$ cat src/pcrb_pkg.sv
// pcrb_pkg: constants and types for the pump configuration register bank.
// assumes a single 200 MHz clock and 16-bit register words.
// Notes on behaviour
// [RULE_01] output select code 0 none, 1..3 route pump to outputs a..c
// [RULE_02] control code 0 lets demand decide, code 1 keeps pump on
// [RULE_03] time registers hold 0..64800 seconds, 0xffff means not configured
// [RULE_04] boiler pump keeps running for its overrun time after demand
// [RULE_05] system pump keeps running for its own overrun time
// [RULE_06] boiler pump start waits its start delay on new demand
// [RULE_07] system pump start waits its own start delay
// [RULE_08] auxiliary 1 pump start waits its own start delay
// [RULE_09] demand bits 15..13 follow auxiliary pump z, y, x
// [RULE_10] demand bits 12..7 and 4 reserved, read as zero
// [RULE_11] bit 6 hot-water service active, bit 5 heating service active
// [RULE_12] bits 3..1 hot-water demand, heating demand, local burner demand
// [RULE_13] bit 0 inhibits local demand while a fault is present
// [RULE_14] override bit 15 sequencing use, bit 14 local demand use
// [RULE_15] override bits 13..9 reserved, always read zero
// [RULE_16] override bits 8..5 force the pump off on listed conditions
// [RULE_17] override bits 4..0 force the pump on on listed conditions
// [RULE_18] force-off wins over force-on and over demand
`default_nettype none

package pcrb_pkg;

	localparam logic [15:0] BOILER_PUMP_OVERRUN_TIME       = 16'h011b;
	localparam logic [15:0] AUX1_PUMP_OUTPUT_SELECT        = 16'h011c;
	localparam logic [15:0] AUX1_PUMP_CONTROL_MODE         = 16'h011d;
	localparam logic [15:0] RESERVED_SLOT                  = 16'h011e;
	localparam logic [15:0] SYSTEM_PUMP_OUTPUT_SELECT      = 16'h011f;
	localparam logic [15:0] SYSTEM_PUMP_CONTROL_MODE       = 16'h0120;
	localparam logic [15:0] SYSTEM_PUMP_OVERRUN_TIME       = 16'h0121;
	localparam logic [15:0] PUMP_EXERCISE_INTERVAL_DAYS    = 16'h0122;
	localparam logic [15:0] PUMP_EXERCISE_DURATION         = 16'h0123;
	localparam logic [15:0] HEATING_PUMP_START_DELAY       = 16'h0124;
	localparam logic [15:0] BOILER_PUMP_START_DELAY        = 16'h0125;
	localparam logic [15:0] SYSTEM_PUMP_START_DELAY        = 16'h0126;
	localparam logic [15:0] AUX1_PUMP_START_DELAY          = 16'h0127;
	localparam logic [15:0] HEATING_PUMP_DEMAND_OPTIONS    = 16'h0128;
	localparam logic [15:0] HEATING_PUMP_OVERRIDE_OPTIONS  = 16'h0129;
	localparam logic [15:0] HOT_WATER_PUMP_DEMAND_OPTIONS  = 16'h012a;

	localparam logic [15:0] REG_FIRST = BOILER_PUMP_OVERRUN_TIME;
	localparam logic [15:0] REG_LAST  = HOT_WATER_PUMP_DEMAND_OPTIONS;
	localparam int          REG_COUNT = 16;

	// writable bits; everything else reads as zero
	localparam logic [15:0] DEMAND_OPT_MASK   = 16'he06f;
	localparam logic [15:0] OVERRIDE_OPT_MASK = 16'hc1ff;

	localparam logic [15:0] RST_TIME    = 16'hffff;
	localparam logic [15:0] RST_SELECT  = 16'h0000;
	localparam logic [15:0] RST_MODE    = 16'h0000;
	localparam logic [15:0] RST_OPTIONS = 16'h0000;
	localparam logic [15:0] RST_DAYS    = 16'h0000;

	localparam logic [15:0] TIME_NOT_CONFIGURED = 16'hffff;
	localparam logic [15:0] TIME_MAX_SECONDS    = 16'hfd20;
	localparam logic [15:0] MODE_FORCED_ON      = 16'h0001;

	localparam int SECOND_NS         = 1000000000;
	localparam int CLK_PERIOD_NS     = 5;
	localparam int CYCLES_PER_SECOND = SECOND_NS / CLK_PERIOD_NS;
	localparam int SECONDS_PER_DAY   = 86400;

	typedef enum logic [1:0] {
		PCRB_IDLE    = 2'b00,
		PCRB_DELAY   = 2'b01,
		PCRB_RUN     = 2'b10,
		PCRB_OVERRUN = 2'b11
	} pcrb_role_state_t;

	function automatic logic [15:0] pcrb_reset_value(input logic [15:0] a);
		logic [15:0] v;
		v = RST_TIME;
		case (a)
			AUX1_PUMP_OUTPUT_SELECT,
			SYSTEM_PUMP_OUTPUT_SELECT:     v = RST_SELECT;
			AUX1_PUMP_CONTROL_MODE,
			SYSTEM_PUMP_CONTROL_MODE:      v = RST_MODE;
			PUMP_EXERCISE_INTERVAL_DAYS:   v = RST_DAYS;
			HEATING_PUMP_DEMAND_OPTIONS,
			HEATING_PUMP_OVERRIDE_OPTIONS,
			HOT_WATER_PUMP_DEMAND_OPTIONS: v = RST_OPTIONS;
			RESERVED_SLOT:                 v = 16'h0000;
			default:                       v = RST_TIME;
		endcase
		return v;
	endfunction

	// [RULE_03] out-of-range or unconfigured time counts as zero
	function automatic logic [15:0] pcrb_seconds(input logic [15:0] t);
		return (t > TIME_MAX_SECONDS) ? 16'h0000 : t;
	endfunction

endpackage

`default_nettype wire

$ cat src/pcrb_top.sv
// pcrb_top: pump configuration registers and the pump logic they steer.
// assumes register port driven by a protocol front end on clk; all
// condition inputs are asynchronous pins and are synchronised here.
`default_nettype none

module pcrb_top
	import pcrb_pkg::*;
#(
	parameter int TICK_CYCLES = CYCLES_PER_SECOND,
	parameter int DAY_SECONDS = SECONDS_PER_DAY
) (
	input  wire logic        clk,
	input  wire logic        rst_n,
	input  wire logic [15:0] reg_addr,
	input  wire logic        reg_wr,
	input  wire logic        reg_rd,
	input  wire logic [15:0] reg_wdata,
	output logic      [15:0] reg_rdata,
	output logic             reg_ack,
	output logic             reg_err,
	input  wire logic [1:0]  boiler_output_select,
	input  wire logic        boiler_forced_on,
	input  wire logic        boiler_demand,
	input  wire logic        system_demand,
	input  wire logic        aux1_demand,
	input  wire logic [2:0]  aux_pump_zyx,
	input  wire logic        domestic_hot_water_service,
	input  wire logic        space_heating_service,
	input  wire logic        domestic_hot_water_demand,
	input  wire logic        space_heating_demand,
	input  wire logic        local_burner_demand,
	input  wire logic        fault_present,
	input  wire logic        domestic_hot_water_high_limit,
	input  wire logic        domestic_hot_water_anti_cond,
	input  wire logic        space_heating_anti_cond,
	input  wire logic        domestic_hot_water_priority,
	input  wire logic        domestic_hot_water_frost,
	input  wire logic        space_heating_frost,
	input  wire logic        sequencing_slave_demand,
	input  wire logic        outlet_high_limit,
	output logic      [2:0]  pump_out,
	output logic      [2:0]  role_running,
	output logic             space_heating_pump_on,
	output logic             domestic_hot_water_pump_on,
	output logic             space_heating_pump_sequencing_use,
	output logic             exercise_active
);

	localparam int NROLE = 3;
	localparam int NSYNC = 21;

	// ---------------------------------------------------------------
	// pin synchronisers
	logic [NSYNC-1:0] sync1_ff;
	logic [NSYNC-1:0] sync2_ff;
	logic [NSYNC-1:0] raw_in;

	assign raw_in = {
		aux1_demand, system_demand, boiler_demand, boiler_forced_on,
		aux_pump_zyx, domestic_hot_water_service, space_heating_service,
		domestic_hot_water_demand, space_heating_demand,
		local_burner_demand, fault_present,
		domestic_hot_water_high_limit, domestic_hot_water_anti_cond,
		space_heating_anti_cond, domestic_hot_water_priority,
		domestic_hot_water_frost, space_heating_frost,
		sequencing_slave_demand, outlet_high_limit
	};

	always_ff @(posedge clk) begin
		if (!rst_n) begin
			sync1_ff <= '0;
			sync2_ff <= '0;
		end else begin
			sync1_ff <= raw_in;
			sync2_ff <= sync1_ff;
		end
	end

	logic [2:0] s_role_dem;
	logic       s_boiler_forced;
	logic [2:0] s_zyx;
	logic       s_hw_svc;
	logic       s_sh_svc;
	logic       s_hw_dem;
	logic       s_sh_dem;
	logic       s_local;
	logic       s_fault;
	logic [3:0] s_off_cond;
	logic [4:0] s_on_cond;

	assign s_role_dem      = sync2_ff[20:18];
	assign s_boiler_forced = sync2_ff[17];
	assign s_zyx           = sync2_ff[16:14];
	assign s_hw_svc        = sync2_ff[13];
	assign s_sh_svc        = sync2_ff[12];
	assign s_hw_dem        = sync2_ff[11];
	assign s_sh_dem        = sync2_ff[10];
	assign s_local         = sync2_ff[9];
	assign s_fault         = sync2_ff[8];
	assign s_off_cond      = sync2_ff[7:4];
	// force-on bit 1 reuses the local burner demand pin
	assign s_on_cond       = {sync2_ff[3:1], sync2_ff[9], sync2_ff[0]};

	// ---------------------------------------------------------------
	// register file
	logic [15:0] cfg_ff [REG_COUNT];
	logic        in_map;
	logic [3:0]  idx;
	logic [15:0] rel_addr;
	logic        is_reserved;

	assign in_map      = (reg_addr >= REG_FIRST) && (reg_addr <= REG_LAST);
	assign rel_addr    = reg_addr - REG_FIRST;
	assign idx         = rel_addr[3:0];
	assign is_reserved = (reg_addr == RESERVED_SLOT);

	function automatic logic [15:0] wr_mask(input logic [15:0] a);
		logic [15:0] m;
		m = 16'hffff;
		case (a)
			// [RULE_10] demand reserved bits
			HEATING_PUMP_DEMAND_OPTIONS,
			HOT_WATER_PUMP_DEMAND_OPTIONS: m = DEMAND_OPT_MASK;
			// [RULE_15] override reserved bits
			HEATING_PUMP_OVERRIDE_OPTIONS: m = OVERRIDE_OPT_MASK;
			RESERVED_SLOT:                 m = 16'h0000;
			default:                       m = 16'hffff;
		endcase
		return m;
	endfunction

	genvar gr;
	generate
		for (gr = 0; gr < REG_COUNT; gr++) begin : g_reg
			localparam logic [15:0] ADDR = REG_FIRST + 16'(gr);
			always_ff @(posedge clk) begin
				if (!rst_n) begin
					cfg_ff[gr] <= pcrb_reset_value(ADDR);
				end else if (reg_wr && in_map && idx == 4'(gr)) begin
					cfg_ff[gr] <= reg_wdata & wr_mask(ADDR);
				end
			end
		end
	endgenerate

	always_ff @(posedge clk) begin
		if (!rst_n) begin
			reg_rdata <= 16'h0000;
			reg_ack   <= 1'b0;
			reg_err   <= 1'b0;
		end else begin
			reg_ack   <= reg_wr | reg_rd;
			reg_err   <= (reg_wr | reg_rd) & (~in_map | is_reserved);
			if (reg_rd) begin
				reg_rdata <= in_map ? cfg_ff[idx] : 16'h0000;
			end
		end
	end

	logic [15:0] sh_opt1;
	logic [15:0] sh_opt2;
	logic [15:0] hw_opt1;

	assign sh_opt1 = cfg_ff[4'(HEATING_PUMP_DEMAND_OPTIONS - REG_FIRST)];
	assign sh_opt2 = cfg_ff[4'(HEATING_PUMP_OVERRIDE_OPTIONS - REG_FIRST)];
	assign hw_opt1 = cfg_ff[4'(HOT_WATER_PUMP_DEMAND_OPTIONS - REG_FIRST)];

	// ---------------------------------------------------------------
	// one-second tick and day counter
	logic [31:0] tick_cnt_ff;
	logic        sec_tick;
	logic [31:0] day_sec_ff;
	logic [15:0] days_ff;
	logic [15:0] ex_left_ff;
	logic [15:0] ex_interval;
	logic [15:0] ex_duration;

	assign sec_tick    = (tick_cnt_ff == 32'(TICK_CYCLES - 1));
	assign ex_interval = cfg_ff[4'(PUMP_EXERCISE_INTERVAL_DAYS - REG_FIRST)];
	assign ex_duration =
		pcrb_seconds(cfg_ff[4'(PUMP_EXERCISE_DURATION - REG_FIRST)]);

	always_ff @(posedge clk) begin
		if (!rst_n) begin
			tick_cnt_ff <= 32'h0000_0000;
		end else if (sec_tick) begin
			tick_cnt_ff <= 32'h0000_0000;
		end else begin
			tick_cnt_ff <= tick_cnt_ff + 32'h0000_0001;
		end
	end

	// idle pumps get a run every interval days; interval 0 disables it
	always_ff @(posedge clk) begin
		if (!rst_n) begin
			day_sec_ff <= 32'h0000_0000;
			days_ff    <= 16'h0000;
			ex_left_ff <= 16'h0000;
		end else if (sec_tick) begin
			if (ex_left_ff != 16'h0000) begin
				ex_left_ff <= ex_left_ff - 16'h0001;
			end
			if (day_sec_ff == 32'(DAY_SECONDS - 1)) begin
				day_sec_ff <= 32'h0000_0000;
				if (ex_interval != 16'h0000 &&
				    days_ff + 16'h0001 >= ex_interval) begin
					days_ff    <= 16'h0000;
					ex_left_ff <= ex_duration;
				end else begin
					days_ff <= days_ff + 16'h0001;
				end
			end else begin
				day_sec_ff <= day_sec_ff + 32'h0000_0001;
			end
		end
	end

	assign exercise_active = (ex_left_ff != 16'h0000);

	// ---------------------------------------------------------------
	// per-role settings: 0 boiler, 1 system, 2 auxiliary 1
	logic [1:0]  role_sel   [NROLE];
	logic        role_force [NROLE];
	logic [15:0] role_dly   [NROLE];
	logic [15:0] role_ovr   [NROLE];

	always_comb begin
		role_sel[0]   = boiler_output_select;
		role_force[0] = s_boiler_forced;
		// [RULE_06] boiler start delay
		role_dly[0]   =
			pcrb_seconds(cfg_ff[4'(BOILER_PUMP_START_DELAY - REG_FIRST)]);
		// [RULE_04] boiler overrun
		role_ovr[0]   =
			pcrb_seconds(cfg_ff[4'(BOILER_PUMP_OVERRUN_TIME - REG_FIRST)]);
		// [RULE_02] control mode
		role_sel[1]   = sel_code(
			cfg_ff[4'(SYSTEM_PUMP_OUTPUT_SELECT - REG_FIRST)]);
		role_force[1] = (cfg_ff[4'(SYSTEM_PUMP_CONTROL_MODE - REG_FIRST)]
			== MODE_FORCED_ON);
		// [RULE_07] system start delay
		role_dly[1]   =
			pcrb_seconds(cfg_ff[4'(SYSTEM_PUMP_START_DELAY - REG_FIRST)]);
		// [RULE_05] system overrun
		role_ovr[1]   =
			pcrb_seconds(cfg_ff[4'(SYSTEM_PUMP_OVERRUN_TIME - REG_FIRST)]);
		role_sel[2]   = sel_code(
			cfg_ff[4'(AUX1_PUMP_OUTPUT_SELECT - REG_FIRST)]);
		role_force[2] = (cfg_ff[4'(AUX1_PUMP_CONTROL_MODE - REG_FIRST)]
			== MODE_FORCED_ON);
		// [RULE_08] auxiliary start delay
		role_dly[2]   =
			pcrb_seconds(cfg_ff[4'(AUX1_PUMP_START_DELAY - REG_FIRST)]);
		// no overrun setting exists for the auxiliary role
		role_ovr[2]   = 16'h0000;
	end

	// [RULE_01] codes above 3 select no output
	function automatic logic [1:0] sel_code(input logic [15:0] v);
		return (v > 16'h0003) ? 2'b00 : v[1:0];
	endfunction

	// ---------------------------------------------------------------
	// role timing machines
	genvar gi;
	generate
		for (gi = 0; gi < NROLE; gi++) begin : g_role
			pcrb_role_state_t st_ff;
			logic [15:0]      cnt_ff;
			logic             want;
			logic             hold;

			assign want = s_role_dem[gi];
			assign hold = role_force[gi] | exercise_active;

			always_ff @(posedge clk) begin
				if (!rst_n) begin
					st_ff  <= PCRB_IDLE;
					cnt_ff <= 16'h0000;
				end else begin
					case (st_ff)
						PCRB_IDLE: begin
							if (hold) begin
								st_ff <= PCRB_RUN;
							end else if (want) begin
								// [RULE_06] start postponed
								if (role_dly[gi] == 16'h0000) begin
									st_ff <= PCRB_RUN;
								end else begin
									st_ff  <= PCRB_DELAY;
									cnt_ff <= role_dly[gi];
								end
							end
						end
						PCRB_DELAY: begin
							if (hold) begin
								st_ff <= PCRB_RUN;
							end else if (!want) begin
								st_ff <= PCRB_IDLE;
							end else if (cnt_ff == 16'h0000) begin
								st_ff <= PCRB_RUN;
							end else if (sec_tick) begin
								cnt_ff <= cnt_ff - 16'h0001;
							end
						end
						PCRB_RUN: begin
							if (!(want | hold)) begin
								// [RULE_04] overrun after demand ends
								if (role_ovr[gi] == 16'h0000) begin
									st_ff <= PCRB_IDLE;
								end else begin
									st_ff  <= PCRB_OVERRUN;
									cnt_ff <= role_ovr[gi];
								end
							end
						end
						PCRB_OVERRUN: begin
							if (want | hold) begin
								st_ff <= PCRB_RUN;
							end else if (cnt_ff == 16'h0000) begin
								st_ff <= PCRB_IDLE;
							end else if (sec_tick) begin
								cnt_ff <= cnt_ff - 16'h0001;
							end
						end
						default: begin
							st_ff <= PCRB_IDLE;
						end
					endcase
				end
			end

			assign role_running[gi] =
				(st_ff == PCRB_RUN) || (st_ff == PCRB_OVERRUN);
		end
	endgenerate

	// [RULE_01] route roles to outputs a..c
	genvar go;
	generate
		for (go = 0; go < 3; go++) begin : g_out
			logic hit;
			always_comb begin
				hit = 1'b0;
				for (int r = 0; r < NROLE; r++) begin
					if (role_running[r] && role_sel[r] == 2'(go + 1)) begin
						hit = 1'b1;
					end
				end
			end
			always_ff @(posedge clk) begin
				if (!rst_n) begin
					pump_out[go] <= 1'b0;
				end else begin
					pump_out[go] <= hit;
				end
			end
		end
	endgenerate

	// ---------------------------------------------------------------
	// space-heating and hot-water pump demand from option bitmaps
	function automatic logic opt_demand(input logic [15:0] o,
		input logic [2:0] zyx, input logic hw_svc, input logic sh_svc,
		input logic hw_d, input logic sh_d, input logic loc,
		input logic flt);
		logic d;
		// [RULE_09] auxiliary pump terms
		d = |(o[15:13] & zyx);
		// [RULE_11] service active terms
		d = d | (o[6] & hw_svc) | (o[5] & sh_svc);
		// [RULE_12] demand terms; [RULE_13] fault inhibit
		d = d | (o[3] & hw_d) | (o[2] & sh_d) |
			(o[1] & loc & ~(o[0] & flt));
		return d;
	endfunction

	logic sh_dem;
	logic sh_off;
	logic sh_on;
	logic hw_dem;

	always_comb begin
		// [RULE_14] local demand use gates bitmap demand
		sh_dem = sh_opt2[14] & opt_demand(sh_opt1, s_zyx, s_hw_svc,
			s_sh_svc, s_hw_dem, s_sh_dem, s_local, s_fault);
		// [RULE_16] force-off conditions
		sh_off = |(sh_opt2[8:5] & s_off_cond);
		// [RULE_17] force-on conditions
		sh_on  = |(sh_opt2[4:0] & s_on_cond);
		hw_dem = opt_demand(hw_opt1, s_zyx, s_hw_svc, s_sh_svc,
			s_hw_dem, s_sh_dem, s_local, s_fault);
	end

	always_ff @(posedge clk) begin
		if (!rst_n) begin
			space_heating_pump_on             <= 1'b0;
			domestic_hot_water_pump_on        <= 1'b0;
			space_heating_pump_sequencing_use <= 1'b0;
		end else begin
			// [RULE_18] force-off wins
			space_heating_pump_on <= ~sh_off & (sh_on | sh_dem);
			domestic_hot_water_pump_on <= hw_dem;
			// [RULE_14] sequencing use flag
			space_heating_pump_sequencing_use <= sh_opt2[15];
		end
	end

endmodule // pcrb_top

`default_nettype wire

$ cat config.mk
export PLATFORM = sky130hd
export DESIGN_NAME = pcrb_top
export DESIGN_NICKNAME = d
export VERILOG_FILES = /design/src/pcrb_pkg.sv /design/src/pcrb_top.sv
export SDC_FILE = /design/constraint.sdc
export NUM_CORES = 1
export LEC_CHECK = 0
export BUFFER_PORTS_ARGS = -buffer_cell sky130_fd_sc_hd__buf_4
export CAP_MARGIN = 20
export CORE_AREA = 2 2 213 215
export CTS_BUF_LIST = sky130_fd_sc_hd__clkbuf_8
export DETAILED_ROUTE_END_ITERATION = 6
export DIE_AREA = 0 0 215 217
export PLACE_DENSITY = 0.75
export SYNTH_ARGS = -nofsm -noshare
export SYNTH_HDL_FRONTEND = slang
export SYNTH_SLANG_ARGS = --single-unit
$ cat constraint.sdc
create_clock -name clk -period 3.5 [get_ports clk]
set_input_delay 0 -clock clk [delete_from_list [all_inputs] [get_ports clk]]
set_output_delay 0 -clock clk [all_outputs]
set_load 0.05 [all_outputs]
# Word level (Yosys, flattened, before mapping)

Memory sizes are Yosys's and may differ from the RTL's.
Index checks and enable logic that the tools add are counted.
W data, S select, Z words.

Bits in registers: 216
Bits in latches: 0
RAM bits: 256
Bits in read-only memories: 0
Bits of input ports: 59
Output and inout bits: 28
Memories kept: 1

Memory list:

| memory | depth | width | read ports | clocked after Yosys merged registers in | write ports | RTL line        | RTL |
|---|---|---|---|---|---|---|---|
| cfg_ff | 16    | 16    | 15         | 0                                       | 16          | pcrb_top.sv:106 | `logic [15:0] cfg_ff [REG_COUNT];` |

Add/sub/neg operators: 8
Multipliers: 0
Div/mod/pow operators: 0
$lt $le $gt $ge: 11
Eq/ne operators: 70
Shifts and indexed selects: 0
Muxes and demuxes: 151
Bitwise operators: 62
Reductions and logical operators: 57

Operators with widths:

| cell                    | count |
|---|---|
| $mux W16                | 55 |
| $logic_not A16 Y1       | 8 |
| $pmux W16 S4            | 2 |
| $gt A16 B16 Y1 const B  | 6 |
| $add A32 B1 Y32 const B | 2 |
| $sub A16 B1 Y16 const B | 4 |
| $mux W2                 | 31 |
| $mux W1                 | 58 |
| $pmux W16 S3            | 1 |
| $ne A2 B2 Y1 const B    | 23 |
| $or A1 B1 Y1            | 35 |
| $eq A16 B1 Y1 const B   | 2 |
| $eq A32 B17 Y1 const B  | 1 |
| $eq A32 B28 Y1 const B  | 1 |
| $eq A4 B4 Y1 const B    | 8 |
| $gt A16 B2 Y1 const B   | 2 |
| $mux W32                | 1 |
| $reduce_bool A16 Y1     | 2 |
| $logic_and A1 B1 Y1     | 28 |
| $eq A2 B2 Y1 const B    | 12 |
| $pmux W2 S4             | 3 |
| $ne A3 B3 Y1 const B    | 6 |
| $and A1 B1 Y1           | 17 |
| $add A16 B1 Y16 const B | 1 |
| other kinds (25)        | 50 |

# Longest topological paths before layout

An unclocked memory read counts as a cell.

Depth after elaboration: 11
Gate-level depth with buffers: 17
Mapped depth without buffers: 15

# Worst setup path after synthesis

OpenSTA, ideal clock, no wires.

Kind: input -> register
Start point: in reg_addr[0]
End point: mem cfg_ff[12][0], enable pin
Library setup time: 411 ps
Arrival: 3498 ps
Setup slack: -409 ps
Cell stages on the path: 14
Cell sequence: clkbuf_1 buf_1 inv_1 clkbuf_1 ha_1 nor2b_1 o21ai_0 nand3b_1 a21oi_1 and2_1 clkbuf_1 nand2_1 clkbuf_1 o21ai_0

RTL lines:

| what            | RTL line        | RTL |
|---|---|---|
| start, declared | pcrb_top.sv:14  | `input wire logic [15:0] reg_addr,` |
| end, declared   | pcrb_top.sv:106 |  |

# Worst setup path in the final report

Start point: reg days_ff[1]
End point: reg ex_left_ff[3]

Longest elaborated chain between the ends: 5

Ends and longest elaborated chain:

| what                   | RTL line        | RTL |
|---|---|---|
| start, declared        | pcrb_top.sv:173 | `logic [15:0] days_ff;` |
| start signal, assigned | pcrb_top.sv:210 | `days_ff <= days_ff + 16'h0001;` |
| $add A16 B1 Y16        | pcrb_top.sv:206 | `days_ff + 16'h0001 >= ex_interval) begin` |
| $ge A16 B16 Y1         | pcrb_top.sv:206 |  |
| $logic_and A1 B1 Y1    | pcrb_top.sv:205 | `if (ex_interval != 16'h0000 &&` |
| $mux W16               | pcrb_top.sv:205 |  |
| $mux W16               | pcrb_top.sv:203 | `if (day_sec_ff == 32'(DAY_SECONDS - 1)) begin` |
| end signal, assigned   | pcrb_top.sv:201 | `ex_left_ff <= ex_left_ff - 16'h0001;` |
| end signal, assigned   | pcrb_top.sv:208 | `ex_left_ff <= ex_duration;` |
| end, declared          | pcrb_top.sv:174 | `logic [15:0] ex_left_ff;` |

Every way passes these cells.
A chain may end at the register's enable or synchronous reset.

==> load_flow_metrics.sql <==
INSERT INTO impl_metrics (metric_group, metric, value, unit) VALUES
('synthesis', 'netlist_top_cells_area', 'sky130_fd_sc_hd__edfxtp_1 30%, sky130_fd_sc_hd__dfxtp_1 20%, sky130_fd_sc_hd__and2_1 4.7%, sky130_fd_sc_hd__nand2_1 3.2%, sky130_fd_sc_hd__nor2_1 3.1%', ''),
('status', 'status', 'finished, violations left', ''),
('status', 'violations', 'design-rule violations', ''),
('detailed_routing', 'routed_wl', '66.2', 'mm'),
('grt', 'met1_routing_resource_usage_after_global_routing', '34.6', '%'),
('timing', 'maxSlewHeadroom', '42.7', '%'),
('synthesis', 'post_synth.cell_area_avg', '9.89', 'um2'),
('detailed_routing', 'wl_per_cell', '21.7', 'um'),
('worst_setup_path', 'timing.rr.start', 'days_ff[1]', ''),
('timing', 'highest_attainable_clock_frequency', '288', 'MHz'),
('min_path', 'hold-path-endpoint', 'sync1_ff[15]', ''),
('floorplanning', 'die_h', '217', 'um'),
('synthesis', 'synthesis.nets', '2296', ''),
('synthesis', 'yosys.area_share.simple', '25.0', '%'),
('clock_network', 'clk_pin_slew', '60', 'ps'),
('floorplanning', 'core_area', '0.0447', 'mm2'),
('finish', 'layout.core_utilization', '57.6', '%'),
('grt', 'grt_util_met2', '46.7', '%'),
('run', 'timing.max_cap.violations', '0', ''),
('place', 'placed_cell_area', '0.0234', 'mm2'),
('timing', 'hold-worst-slack', '99.4', 'ps'),
('synthesis', 'count_of_state_elements_after_synthesis', '437', ''),
('finish', 'area_delta_synth_final', '17.9', '%'),
('timing', 'worst_clock_skew', '24.7', 'ps'),
('synthesis', 'netlist.area_leader.share', '30.4', '%'),
('grt', 'global_route.peak_usage_layer', 'met2', ''),
('worst_setup_path', 'setup.worst_path.start', 'days_ff[1]', ''),
('min_path', 'whs_path_depth', '3', ''),
('timing', 'report.final.slew_viol_count', '0', ''),
('synthesis', 'synth.most_common_cell', 'sky130_fd_sc_hd__edfxtp_1', ''),
('timing', 'finalHoldViolCount', '0', ''),
('timing', 'post-route-period-util', '99.3', '%'),
('grt', 'globalRouteMet3Util', '5.13', '%'),
('clock_network', 'clk_root_buffer_cell', 'sky130_fd_sc_hd__clkbuf_8', ''),
('worst_setup_path', 'startpoint_type', 'register', ''),
('clock_network', 'worst_skew_pair.late_latency', '660', 'ps'),
('synthesis', 'synth-async-reset-ratio', '0', '%'),
('clock_network', 'clock_path_buffers', '3', ''),
('finish', 'fin_nets', '2472', ''),
('place', 'numPortBuffers', '86', ''),
('power', 'clockPowerShare', '35.1', '%'),
('clock_network', 'cts-buffers-inserted', '76', ''),
('place', 'detailedPlacementHpwl', '45.5', 'mm'),
('detailed_routing', 'remaining_drc_errors', '8', ''),
('floorplanning', 'chipWidth', '215', 'um'),
('clock_network', 'clock_tree.htree_level_count', '3', ''),
('power', 'power-per-cell-area', '554', 'mW/mm2'),
('worst_setup_path', 'timing_worst_setup_path_type', 'register to register', ''),
('timing', 'rsz0062_at_grt', 'true', ''),
('timing', 'finalCriticalPeriod', '3470', 'ps'),
('finish', 'layout-drive-gt1-share', '18.6', '%'),
('worst_setup_path', 'reg2reg_slack', '30', 'ps'),
('place', 'place_congestion', '0.975', ''),
('grt', 'track_usage', '28.1', '%'),
('worst_setup_path', 'cp_data_required_time', '4040', 'ps'),
('synthesis', 'post_synth_instance_area', '0.0219', 'mm2'),
('power', 'switching_power', '4.50', 'mW'),
('synthesis', 'yosys.area.top_type', 'sky130_fd_sc_hd__edfxtp_1', ''),
('synthesis', 'synth_mux_area_share', '4.57', '%'),
('timing', 'tightestPinTransition', '857', 'ps'),
('worst_setup_path', 'cp.arrival', '4010', 'ps'),
('timing', 'setup_violation_total_in_the_final_timing_report', '0', ''),
('synthesis', 'yosys_warnings', '0', ''),
('clock_network', 'clock-sinks', '437', ''),
('detailed_routing', 'vias_per_cell', '6.12', ''),
('detailed_routing', 'detail_route.iter0.violations', '1869', ''),
('detailed_routing', 'ant_nets', '0', ''),
('worst_setup_path', 'timing.reg2reg.worst_path_depth', '14', ''),
('grt', 'globalRoute.totalOverflow', '0', ''),
('finish', 'fin_area', '0.0258', 'mm2'),
('power', 'p_int', '9.76', 'mW');
logic make-up (layout without fill, tap and decap cells):
logic type      Yosys count  after routing
flops                   437            437
mux                      63             63
fa+ha+maj                28             28
other cells               0              2
buf+inv                 177            415
xor+xnor                 84             84
simple gates           1024           1025
compound gates          396            396
per-stage QoR:
stage	worst slack, ps	cells
after floorplan	-409	2209
after global placement	-100	2848
after detailed placement	-195	2848
final	26.2	3050
after global routing	-100	3048
after CTS	4.23	3043
worst max-delay path by stage:
stage	end	cells past startpoint
global route	ex_left_ff[9]	14
CTS	ex_left_ff[3]	16
finish	ex_left_ff[3]	14
global placement	ex_left_ff[11]	16
detailed placement	ex_left_ff[14]	16
floorplan	cfg_ff[12][0]	14
layer usage:
| metal | share of wire (%) | wire, um | vias to the layer above |
|---|---|---|---|
| met3 | 8.6 | 5720 | 239 |
| met5 | 0 | 0 | - |
| met2 | 48 | 31900 | 1018 |
| li1 | - | - | 8468 |
| met4 | 5.4 | 3590 | 0 |
| met1 | 38 | 25000 | 8933 |
repair_timing:
action / CTS / global route
hold buffers: 47 / 0
endpoints found under the hold margin: 278 / 0
setup buffers: 6 / 4
resized for setup: 11 / 28
pin swaps: 3 / 7
gates cloned: 1 / 0
endpoints found under the setup margin: 16 / 29
power by group through the flow:
| stage | logic [mW] | registers (mW) | clock network, mW |
|---|---|---|---|
| finish | 3.09 | 6.16 | 5.01 |
| CTS | 3.02 | 6.14 | 5.06 |
| global placement | 2.90 | 6.23 | 0 |
| floorplan | 2.24 | 6.07 | 0 |
| detailed placement | 2.96 | 6.25 | 0 |
| global route | 3.35 | 6.21 | 5.29 |
sequential cells by signal, indices dropped and copies added (netlist names), 16 cells and up:
name	flops
tick_cnt_ff	32
g_role.cnt_ff	48
days_ff	16
sync2_ff	21
sync1_ff	21
cfg_ff	221
day_sec_ff	32
reg_rdata	16
ex_left_ff	16
area by class of cell:
| class | count | area, um2 |
|---|---|---|
| well taps | 600 | 751 |
| multi-input cells | 1596 | 10400 |
| inverters | 48 | 180 |
| fillers | 3795 | 18900 |
| clock inverters | 48 | 352 |
| repair buffers | 226 | 1860 |
| clock buffers | 93 | 1280 |
| flip-flops and latches | 437 | 11000 |
| diodes | 2 | 5.00 |
cell usage in the layout (no fill, tap or decap), types with 8 or more instances in the layout:
master                          synthesis  routed
sky130_fd_sc_hd__or3_1                 65      65
sky130_fd_sc_hd__and3_1                24      20
sky130_fd_sc_hd__inv_1                 47      63
sky130_fd_sc_hd__ha_1                  28      26
sky130_fd_sc_hd__o21ai_0               96      83
sky130_fd_sc_hd__a32oi_1               11      11
sky130_fd_sc_hd__nand4_1               41      41
sky130_fd_sc_hd__nor2_1               178     173
sky130_fd_sc_hd__nand2b_1              26      26
sky130_fd_sc_hd__a221oi_1              18      18
sky130_fd_sc_hd__clkinv_2               0      17
sky130_fd_sc_hd__and4_1                 8       8
sky130_fd_sc_hd__nor4_1                45      45
sky130_fd_sc_hd__a21o_1                 8       8
sky130_fd_sc_hd__xor2_1                46      44
sky130_fd_sc_hd__a211oi_1              23      22
sky130_fd_sc_hd__a222oi_1              10      10
sky130_fd_sc_hd__buf_4                  2     174
sky130_fd_sc_hd__dfxtp_1              216     214
sky130_fd_sc_hd__mux2_2                11      11
sky130_fd_sc_hd__or4_1                 13      13
sky130_fd_sc_hd__dlygate4sd3_1          0      47
sky130_fd_sc_hd__a31oi_1               12      12
sky130_fd_sc_hd__mux2i_1               24      24
sky130_fd_sc_hd__edfxtp_1             221     221
sky130_fd_sc_hd__a21oi_1               98      97
sky130_fd_sc_hd__o211ai_1              29      29
sky130_fd_sc_hd__nor3_1                60      56
sky130_fd_sc_hd__clkbuf_8               1      93
sky130_fd_sc_hd__nor4b_1                9       9
sky130_fd_sc_hd__nand3b_1              13      13
sky130_fd_sc_hd__and2_1               165     164
sky130_fd_sc_hd__xnor2_1               38      36
sky130_fd_sc_hd__nand2_1              186     186
sky130_fd_sc_hd__a22oi_1               21      21
sky130_fd_sc_hd__o21ai_1                1      14
sky130_fd_sc_hd__nand3_1               88      86
sky130_fd_sc_hd__nor3b_1               10      10
sky130_fd_sc_hd__mux4_2                27      27
sky130_fd_sc_hd__or2_2                 71      70
worst max-delay path, cell delays in order (launching register included):
cell and delay (ps):
sky130_fd_sc_hd__dfxtp_2 350, sky130_fd_sc_hd__and3_1 190, sky130_fd_sc_hd__and3_4 220, sky130_fd_sc_hd__nand3_4 100, sky130_fd_sc_hd__nor2_2 160, sky130_fd_sc_hd__xor2_1 200
sky130_fd_sc_hd__ha_1 290, sky130_fd_sc_hd__and4_1 220, sky130_fd_sc_hd__a2111o_1 430, sky130_fd_sc_hd__a41o_4 290, sky130_fd_sc_hd__and3b_2 300, sky130_fd_sc_hd__buf_4 180
sky130_fd_sc_hd__a21oi_1 120, sky130_fd_sc_hd__nor2_1 60, sky130_fd_sc_hd__o221a_2 250
Note: power is estimated with default switching activity, not from simulation.
